--- src/hw/ccb_pkg.sv ---
// constants and types for the custom machine-level csr block
// Summary of operation
// - scratchpad base is a 64-bit read/write register, no reset value.
// - geometry bit 31 reads one when a second-level cache is present.
// - icache set code bits 24:22, sets 2**(code+6), code 7 means 32.
// - icache line code bits 21:19, zero bytes or 2**(code+1) bytes.
// - icache way code bits 18:16 holds ways minus one.
// - dcache set code bits 15:13, sets 2**(code+6), code 7 means 32.
// - dcache line code bits 12:10, zero bytes or 2**(code+1) bytes.
// - dcache way code bits 9:7 holds ways minus one.
// - bit 14 flags global non-leaf miss, writable only with software walker.
// - miss kind bits 13:12: instruction, load, store; code 10 reserved.
// - translation target bits 11:10 loaded with missing type on tlb miss.
// - page level bits 9:7 set on miss; writes keep only legal levels.
// - bit 6 captures gva on qualifying traps; mret then sets gva.
// - bit 5 is write-one-set, locks diagnostic instructions until reset.
// - bit 4 captures mpv on qualifying traps; mret then sets mpv.
// - bit 3 captures mpp supervisor on qualifying traps; mret sets mpp.
// - bit 2 steers m-mode accesses; cleared by traps, restored by mret.
// - bit 1 saves walk bit before the latest m-mode trap.
// - error level bit 0 set on nmi or cache error, cleared by returns.
// - while error level set, accesses uncached, interrupts but nmi masked.
package ccb_pkg;
  // ****************************************
  // register addresses
  // ****************************************
  localparam logic [11:0] ADDR_SCRATCH = 12'h07cc;
  localparam logic [11:0] ADDR_GEOM = 12'h07d1;
  localparam logic [11:0] ADDR_WALK = 12'h07d5;
  // ****************************************
  // field positions
  // ****************************************
  localparam int GEO_L2 = 31;
  localparam int GEO_IS = 22;
  localparam int GEO_IL = 19;
  localparam int GEO_IA = 16;
  localparam int GEO_DS = 13;
  localparam int GEO_DL = 10;
  localparam int GEO_DA = 7;
  localparam int WS_G = 14;
  localparam int WS_KIND = 12;
  localparam int WS_TRANSLATION_TARGET = 10;
  localparam int WS_LVL = 7;
  localparam int WS_PRIOR_GUEST_ADDR_FLAG = 6;
  localparam int WS_LOCK = 5;
  localparam int WS_PPV = 4;
  localparam int WS_PPS = 3;
  localparam int WS_MTW = 2;
  localparam int WS_PTW = 1;
  localparam int WS_ERL = 0;
  localparam logic [31:0] WS_MASK = 32'h0000_7fff;
  localparam logic [1:0] KIND_RSVD = 2'h2;
  localparam logic [1:0] TRANSLATION_TARGET_RSVD = 2'h3;
  localparam logic [1:0] PRIV_S = 2'h1;
  // reset value of bits 6:0; upper fields undefined, held as zero
  localparam logic [31:0] WS_RESET = 32'h0000_0000;
  typedef enum logic [1:0] {CCB_IDLE, CCB_DONE} ccb_state_e;
endpackage : ccb_pkg

--- src/hw/ccb_geom.sv ---
// read-only cache geometry word from configuration
module ccb_geom #(
  parameter bit L2_PRESENT = 1'b1,
  parameter logic [2:0] IS_CODE = 3'h2,
  parameter logic [2:0] IL_CODE = 3'h5,
  parameter logic [2:0] IA_CODE = 3'h3,
  parameter logic [2:0] DS_CODE = 3'h2,
  parameter logic [2:0] DL_CODE = 3'h5,
  parameter logic [2:0] DA_CODE = 3'h3
) (
  output logic [31:0] geom
);
  always_comb begin
    geom = 32'h0000_0000;
    geom[ccb_pkg::GEO_L2] = L2_PRESENT;
    geom[ccb_pkg::GEO_IS +: 3] = IS_CODE;
    geom[ccb_pkg::GEO_IL +: 3] = IL_CODE;
    geom[ccb_pkg::GEO_IA +: 3] = IA_CODE;
    geom[ccb_pkg::GEO_DS +: 3] = DS_CODE;
    geom[ccb_pkg::GEO_DL +: 3] = DL_CODE;
    geom[ccb_pkg::GEO_DA +: 3] = DA_CODE;
  end
endmodule // ccb_geom

--- src/hw/ccb_lvl.sv ---
// legalises a written page level for the supported walker modes
module ccb_lvl #(
  parameter logic [2:0] MAX_LEVEL = 3'h3
) (
  input wire logic [2:0] wr_level,
  input wire logic [2:0] old_level,
  output logic [2:0] legal_level
);
  // illegal writes keep the old value, the usual warl trade
  always_comb begin
    legal_level = (wr_level <= MAX_LEVEL) ? wr_level : old_level;
  end
endmodule // ccb_lvl

--- src/hw/ccb_top.sv ---
// custom machine-level csr block: scratchpad base, geometry, walker state
module ccb_top #(
  parameter bit SW_WALKER = 1'b1,
  parameter bit H_EXT = 1'b1,
  parameter logic [2:0] MAX_LEVEL = 3'h3
) (
  input wire logic mclk,
  input wire logic resetn,
  input wire logic csr_rd,
  input wire logic csr_wr,
  input wire logic [11:0] csr_addr,
  input wire logic [63:0] csr_wdata,
  output logic [63:0] csr_rdata,
  output logic csr_ack,
  output logic csr_err,
  input wire logic trap_m,
  input wire logic trap_custom_vec,
  input wire logic trap_nmi_cerr,
  input wire logic tlb_miss,
  input wire logic tlb_miss_global,
  input wire logic [1:0] tlb_miss_kind,
  input wire logic [1:0] tlb_miss_translation_target,
  input wire logic [2:0] tlb_miss_level,
  input wire logic status_gva,
  input wire logic status_mpv,
  input wire logic [1:0] status_mpp,
  input wire logic mret,
  input wire logic sret,
  output logic ret_set_gva,
  output logic ret_set_mpv,
  output logic ret_set_mpp_s,
  output logic walk_mode,
  output logic diag_lock,
  output logic force_uncached,
  output logic irq_mask_all
);
  // ****************************************
  // state
  // ****************************************
  logic [63:0] scratch_q, scratch_d;
  logic [31:0] ws_q, ws_d;
  logic [63:0] rdata_q, rdata_d;
  logic ack_q, ack_d, err_q, err_d;
  logic [31:0] geom;
  logic [2:0] legal_level;
  logic hit_s, hit_g, hit_w, qual;

  ccb_geom u_geom (
    .geom(geom)
  );

  ccb_lvl #(.MAX_LEVEL(MAX_LEVEL)) u_lvl (
    .wr_level(csr_wdata[ccb_pkg::WS_LVL +: 3]),
    .old_level(ws_q[ccb_pkg::WS_LVL +: 3]),
    .legal_level(legal_level)
  );

  assign hit_s = csr_addr == ccb_pkg::ADDR_SCRATCH;
  assign hit_g = csr_addr == ccb_pkg::ADDR_GEOM;
  assign hit_w = csr_addr == ccb_pkg::ADDR_WALK;
  // trap qualifies when taken via custom vector or with walk bit set
  assign qual = trap_m && (trap_custom_vec || ws_q[ccb_pkg::WS_MTW]);

  // ****************************************
  // register updates
  // ****************************************
  always_comb begin
    scratch_d = scratch_q;
    ws_d = ws_q;
    // software writes first; hardware events below override them
    if (csr_wr && hit_s) begin
      scratch_d = csr_wdata;
    end
    if (csr_wr && hit_w) begin
      if (SW_WALKER) begin
        ws_d[ccb_pkg::WS_G] = csr_wdata[ccb_pkg::WS_G];
        if (csr_wdata[ccb_pkg::WS_KIND +: 2] != ccb_pkg::KIND_RSVD) begin
          ws_d[ccb_pkg::WS_KIND +: 2] =
            csr_wdata[ccb_pkg::WS_KIND +: 2];
        end
        if (csr_wdata[ccb_pkg::WS_TRANSLATION_TARGET +: 2] != ccb_pkg::TRANSLATION_TARGET_RSVD) begin
          ws_d[ccb_pkg::WS_TRANSLATION_TARGET +: 2] =
            csr_wdata[ccb_pkg::WS_TRANSLATION_TARGET +: 2];
        end
        ws_d[ccb_pkg::WS_LVL +: 3] = legal_level;
        ws_d[ccb_pkg::WS_PPS] = csr_wdata[ccb_pkg::WS_PPS];
        ws_d[ccb_pkg::WS_MTW] = csr_wdata[ccb_pkg::WS_MTW];
        ws_d[ccb_pkg::WS_PTW] = csr_wdata[ccb_pkg::WS_PTW];
        if (H_EXT) begin
          ws_d[ccb_pkg::WS_PRIOR_GUEST_ADDR_FLAG] = csr_wdata[ccb_pkg::WS_PRIOR_GUEST_ADDR_FLAG];
          ws_d[ccb_pkg::WS_PPV] = csr_wdata[ccb_pkg::WS_PPV];
        end
      end
      if (csr_wdata[ccb_pkg::WS_LOCK]) begin
        ws_d[ccb_pkg::WS_LOCK] = 1'b1;
      end
      ws_d[ccb_pkg::WS_ERL] = csr_wdata[ccb_pkg::WS_ERL];
    end
    if (tlb_miss && SW_WALKER) begin
      ws_d[ccb_pkg::WS_G] = tlb_miss_global;
      ws_d[ccb_pkg::WS_KIND +: 2] = tlb_miss_kind;
      ws_d[ccb_pkg::WS_TRANSLATION_TARGET +: 2] = tlb_miss_translation_target;
      ws_d[ccb_pkg::WS_LVL +: 3] = tlb_miss_level;
    end
    if ((mret || sret) && !trap_m) begin
      ws_d[ccb_pkg::WS_ERL] = 1'b0;
    end
    if (mret && !trap_m && SW_WALKER) begin
      ws_d[ccb_pkg::WS_MTW] = ws_q[ccb_pkg::WS_PTW];
    end
    if (trap_m && SW_WALKER) begin
      ws_d[ccb_pkg::WS_PTW] = ws_q[ccb_pkg::WS_MTW];
      ws_d[ccb_pkg::WS_MTW] = 1'b0;
      if (qual) begin
        ws_d[ccb_pkg::WS_PPS] = status_mpp == ccb_pkg::PRIV_S;
        if (H_EXT) begin
          ws_d[ccb_pkg::WS_PRIOR_GUEST_ADDR_FLAG] = status_gva;
          ws_d[ccb_pkg::WS_PPV] = status_mpv;
        end
      end
    end
    if (trap_nmi_cerr) begin
      ws_d[ccb_pkg::WS_ERL] = 1'b1;
    end
    ws_d = ws_d & ccb_pkg::WS_MASK;
  end

  // ****************************************
  // read path
  // ****************************************
  always_comb begin
    rdata_d = 64'h0000_0000_0000_0000;
    ack_d = csr_rd || csr_wr;
    err_d = (csr_rd || csr_wr) && !(hit_s || hit_g || hit_w);
    if (csr_rd) begin
      if (hit_s) begin
        rdata_d = scratch_q;
      end else if (hit_g) begin
        rdata_d = {32'h0000_0000, geom};
      end else if (hit_w) begin
        rdata_d = {32'h0000_0000, ws_q & ccb_pkg::WS_MASK};
      end
    end
    // geometry is read-only: writes are acknowledged, refused via err
    if (csr_wr && hit_g) begin
      err_d = 1'b1;
    end
  end

  always_ff @(posedge mclk) begin
    // scratchpad base has no reset value by design
    scratch_q <= scratch_d;
  end

  always_ff @(posedge mclk) begin
    if (!resetn) begin
      ws_q <= ccb_pkg::WS_RESET;
      rdata_q <= 64'h0000_0000_0000_0000;
      ack_q <= 1'b0;
      err_q <= 1'b0;
      ret_set_gva <= 1'b0;
      ret_set_mpv <= 1'b0;
      ret_set_mpp_s <= 1'b0;
      walk_mode <= 1'b0;
      diag_lock <= 1'b0;
      force_uncached <= 1'b0;
      irq_mask_all <= 1'b0;
    end else begin
      ws_q <= ws_d;
      rdata_q <= rdata_d;
      ack_q <= ack_d;
      err_q <= err_d;
      ret_set_gva <= ws_d[ccb_pkg::WS_PRIOR_GUEST_ADDR_FLAG];
      ret_set_mpv <= ws_d[ccb_pkg::WS_PPV];
      ret_set_mpp_s <= ws_d[ccb_pkg::WS_PPS];
      walk_mode <= ws_d[ccb_pkg::WS_MTW];
      diag_lock <= ws_d[ccb_pkg::WS_LOCK];
      force_uncached <= ws_d[ccb_pkg::WS_ERL];
      irq_mask_all <= ws_d[ccb_pkg::WS_ERL];
    end
  end

  assign csr_rdata = rdata_q;
  assign csr_ack = ack_q;
  assign csr_err = err_q;

  // ****************************************
  // checks
  // ****************************************
  erl_set_a: assert property (@(posedge mclk)
    disable iff (!resetn) trap_nmi_cerr |=> ws_q[0] && force_uncached)
    else $error("error level not set");
  erl_clear_a: assert property (@(posedge mclk)
    disable iff (!resetn) (mret && !trap_m && !trap_nmi_cerr) |=> !ws_q[0])
    else $error("error level not cleared");
  erl_mask_a: assert property (@(posedge mclk)
    disable iff (!resetn) irq_mask_all == ws_q[0])
    else $error("interrupt mask mismatch");
  lock_sticky_a: assert property (@(posedge mclk)
    disable iff (!resetn) diag_lock |=> diag_lock)
    else $error("diagnostic lock dropped");
  trap_walk_a: assert property (@(posedge mclk)
    disable iff (!resetn) trap_m |=> !walk_mode && ws_q[1] == $past(ws_q[2]))
    else $error("walk bit not saved on trap");
  mret_walk_a: assert property (@(posedge mclk)
    disable iff (!resetn) (mret && !trap_m) |=> walk_mode == $past(ws_q[1]))
    else $error("walk bit not restored");
  pps_cap_a: assert property (@(posedge mclk)
    disable iff (!resetn) (trap_m && trap_custom_vec)
    |=> ret_set_mpp_s == ($past(status_mpp) == ccb_pkg::PRIV_S))
    else $error("prior supervisor not captured");
  miss_kind_a: assert property (@(posedge mclk)
    disable iff (!resetn) tlb_miss |=> ws_q[13:12] == $past(tlb_miss_kind))
    else $error("miss kind not recorded");
  rsvd_zero_a: assert property (@(posedge mclk)
    disable iff (!resetn) ws_q[31:15] == 17'h0_0000)
    else $error("reserved bits nonzero");
endmodule // ccb_top

--- config.mk ---
export PLATFORM = sky130hd
export DESIGN_NAME = ccb_top
export DESIGN_NICKNAME = d
export VERILOG_FILES = /design/src/hw/ccb_pkg.sv /design/src/hw/ccb_geom.sv /design/src/hw/ccb_lvl.sv /design/src/hw/ccb_top.sv
export SDC_FILE = /design/constraint.sdc
export NUM_CORES = 1
export LEC_CHECK = 0
export BUFFER_PORTS_ARGS = -buffer_cell sky130_fd_sc_hd__buf_4
export CORE_ASPECT_RATIO = 0.7
export CORE_MARGIN = 4
export CORE_UTILIZATION = 40
export CTS_CLUSTER_SIZE = 10
export DETAILED_ROUTE_END_ITERATION = 6
export PLACE_DENSITY = 0.69
export RECOVER_POWER = 25
export SYNTH_ARGS = -nofsm -noshare
export SYNTH_HDL_FRONTEND = slang
export SYNTH_SLANG_ARGS = --single-unit
--- constraint.sdc ---
create_clock -name mclk -period 13.1 [get_ports mclk]
set_clock_uncertainty 0.05 [all_clocks]
set_input_delay 1.965 -clock mclk [delete_from_list [all_inputs] [get_ports mclk]]
set_output_delay 1.965 -clock mclk [all_outputs]
set_load 0.02 [all_outputs]
-- After elaboration in Yosys (flattened, before gate mapping)
Index checks and enable logic that the tools add are counted.
- output and inout bits: 73
- logic and storage cells: 63
- bits in registers: 151
- order comparisons: 1
- multiplexer cells: 17
- reduce and logical (&&, ||, !) cells: 23
- equality and inequality tests: 6
- operator list (cell ; number):
    two-way mux 64 bit ; 1
    equality test 12 x 11 -> 1 bit (second input constant) ; 3
    two-way mux 32 bit ; 1
    two-way mux 15 bit ; 2
    nonzero test 2 bit ; 5
    two-way mux 8 bit ; 1
    AND reduction 2 bit ; 4
    logical AND 1 bit ; 7
    two-way mux 1 bit ; 7
    two-way mux 2 bit ; 3
    logical OR 1 bit ; 5
    two-way mux 4 bit ; 1
    != test 2 bit (second input constant) ; 2
    <= comparator 3 x 2 -> 1 bit (second input constant) ; 1
    two-way mux 3 bit ; 1
    equality test 2 x 1 -> 1 bit (second input constant) ; 1
    logical NOT 1 bit ; 2

-- Logic depth before layout (Yosys ltp)
- depth after elaboration: 6
- depth in mapped cells: 6
- mapped depth without buffers: 4

-- Modules after synthesis
From an unflattened synthesis, not the netlist that was laid out.
- cell total of the unflattened synthesis: 359
- area, all modules: 5039.8 sq um
- by module, submodules not included (module ; cells an instance ; seq. area each (sq um) ; instances ; area an instance (sq um)):
    ccb_top ; 322 ; 3543.4 ; 1 ; 4762.1
    ccb_geom ; 34 ; 0.0 ; 1 ; 247.7
    ccb_lvl ; 3 ; 0.0 ; 1 ; 30.0

-- Worst setup path before layout
OpenSTA, ideal clock, no wires.
- path kind: input-to-reg
- from: input csr_addr[0]
- to: register scratch_q[0], enable pin
- data required time: 12.563 ns
- stages on the path: 4
- arrival time: 5.548 ns
- path slack: 7.015 ns
- cells stage by stage: nand4bb_1 -> or3_1 -> clkbuf_1 -> nor2_1
- longest elaborated chain between the ends: 2
- ends and longest elaborated chain (what ; RTL line ; source):
    from (decl) ; ccb_top.sv:11 ; input wire logic [11:0] csr_addr,
    equality test 12 x 11 -> 1 bit ; ccb_top.sv:58 ; assign hit_s = csr_addr == ccb_pkg::ADDR_SCRATCH;
    logical AND 1 bit ; ccb_top.sv:71 ; if (csr_wr && hit_s) begin
    to (signal assigned) ; ccb_top.sv:152 ; scratch_q <= scratch_d;
    to (decl) ; ccb_top.sv:40 ; logic [63:0] scratch_q, scratch_d;
Every way passes these cells.
A chain may end at the register's enable or synchronous reset.

-- Final worst setup path
- from: input csr_addr[1]
- to: register scratch_q[2], enable pin
The elaborated chain is that of the path after synthesis.

==> run metrics <==
status=finished, final reports clean; Starting Density=0.416; Horiz. Die Dim=approximately 140 um; final setup vio count=0; Peak VDD IR=~0.10 mV; maximum number of pins on one net before global-route repair=54; die area=13,500 um^2; DR WL/cell=16.2 um; PostCTS Resize Cnt=0; cell accounting for the most synthesized area=edfxtp_1; Hold WC Path Type=reg -> reg; Worst Max-Slew Pin Slew=~900 ps; asr flop ratio synth=0; CTS Sinks=about 150; via-per-instance ratio=4.67; Worst setup EP type=flip-flop; Iteration-0 DRC Markers=111; DRT Wirelength=~11 mm; Tcrit/Tclk final=0.339; clock latency at the later pin of the worst-skew pair=400 ps; CP max FO=37; H-tree levels=4; Area Growth Syn to Fin=43.8%; Reg clk slew, reported paths=60 ps; antenna viol nets, final=0; Ys Warns=0; drt pass-1 iters=4; EDFF count, synth=64; grt ovf=0; Syn Area/Cell=~15 um^2; IO buf count=170; Setup WS pre-CTS=8190 ps; hpwl dp=about 7.8 mm; Cell Pwr Density=155 nW/um^2; Syn Inst Count=320; setup bufs post-CTS=0; Synth cell types=38; crit path launch type=input port; Seq/Total Area, Yosys=0.761; Crit Path Class=in -> reg; hold_sp=scratch_q[49]$_DFFE_PP_; Ant. Diodes=0; antenna violations before repair=0; Worst Path Arrival=about 4400 ps; CTS root buffer=clkbuf_16; Slew Viols, Final=0; Placer Congestion=0.816; clock period minus worst slack=around 4400 ps; r2r startpoint=ws_q[2]$_SDFFE_PP0P_; post-synth top area share=0.413; number of global-route vias before repair=around 3.2k; row cnt=32; All-Layer GR Usage=0.164; worst path required time=13,090 ps; Leak=~2.7 nW; r2r worst-path depth=3; syn_nets=418; TritonCTS clock tree=yes; MaxCap Viol Count=0; Mapped Area=around 4700 um^2; setup TNS=0 ps; Seq cells post-synth=approximately 150; Critical path origin=csr_addr[1]; RSZ-0062 raised after global routing=false; Fin. Hold Viols=0; DRC errors left=0; leading cell type in the layout, fill and taps excluded=buf_4; Hold Buf Count CTS=0; via count=3,108; CTS Buffer Depth=2; worst reg2reg endpoint=ws_q[3]$_SDFF_PN0_; CTS buffer count=17; Die Y=98.3 um; global-route wire length before repair=between 15 and 20 mm; Relative slew margins=0.410; share of cells above drive strength 1=0.387; top_reg_cell synth=dfxtp_1; Core Area=11,200 um^2; Area contributors post-synth=edfxtp_1 41%, dfxtp_1 35%, and2_1 5.9%; Final WS setup=a little under 9000 ps; most frequent cells in the layout=102 x buf_4, 81 x dfxtp_1, 64 x edfxtp_1; IO Pins=171; r2r setup slk=around 12,000 ps; FMAX=225 MHz; CP endpoint=scratch_q[2]$_DFFE_PP_; Final nets=slightly below 600
## cell families after synthesis
group	synth area share
and+or+nand+nor	0.125
muxes	0.0129
buffers and inverters	0.0175
DFF	0.761
AOI/OAI and AO/OA	0.0843
## cell type report
class	count	area, um^2
fillers	930	4510
clock buffers	20	447
inverters	7	26.3
multi-input cells	156	1040
flip-flops and latches	145	3540
well taps	153	191
clock inverters	12	205
repair buffers	172	1240
## registers in the layout (all words and copies together) (netlist names)
name and flops:
csr_ack 1, csr_err 1, csr_rdata 64, ret_set_gva 1, scratch_q 64, ws_q 14
## per-layer routing
layer,GRT usage,share of wire,vias to the layer above
li1,-,-,1510
met1,0.210,0.45,1464
met2,0.256,0.46,126
met3,0.0582,0.081,8
met4,0.0598,0.0080,0
met5,0,0,-
## power breakdown
part	switching [W]	internal, W	leakage, nW
registers	0.00000222	0.000475	1.23
logic	0.0000172	0.0000228	1.19
clock network	0.000178	0.000345	0.311
total	0.000197	0.000842	2.73
## per-stage QoR
| stage | power, W | area [um^2] | util | cells | hold WS (ps) |
|---|---|---|---|---|---|
| floorplan | 0.000499 | 4660 | - | 320 | 370 |
| global placement | 0.000528 | 6090 | 0.544 | 633 | 372 |
| detailed placement | 0.000529 | 6090 | 0.544 | 633 | 374 |
| CTS | 0.00105 | 6750 | 0.602 | 665 | 384 |
| global route | 0.00108 | 6700 | 0.597 | 665 | 394 |
| finish | 0.00104 | 6700 | 0.597 | 665 | 383 |
## synth_stat cells, types with 3 or more instances
| library cell | number |
|---|---|
| dfxtp_1 | 81 |
| edfxtp_1 | 64 |
| and2_1 | 44 |
| o21ai_0 | 18 |
| a21oi_1 | 13 |
| nor2_1 | 12 |
| a22o_1 | 10 |
| nand2_1 | 10 |
| clkbuf_1 | 8 |
| a211oi_1 | 7 |
| inv_1 | 6 |
| mux2i_1 | 6 |
| o21a_1 | 6 |
| nand3b_1 | 3 |
| nor3_1 | 3 |
## critical path: stages
cell	delay [ps]
buf_4	110
nand4bb_1	440
or3_1	670
nor2_4	670
buf_4	560
## worst min path at each step
stage | end | slack (ps) | cells after the start
after floorplan | csr_rdata[15]$_SDFF_PN0_ | 370 | 1
after global placement | csr_rdata[61]$_SDFF_PN0_ | 370 | 1
after detailed placement | csr_rdata[49]$_SDFF_PN0_ | 370 | 1
after CTS | csr_rdata[49]$_SDFF_PN0_ | 380 | 1
after global routing | csr_rdata[49]$_SDFF_PN0_ | 390 | 1
final | csr_rdata[49]$_SDFF_PN0_ | 380 | 1
Power figures use the tool's default switching activity.
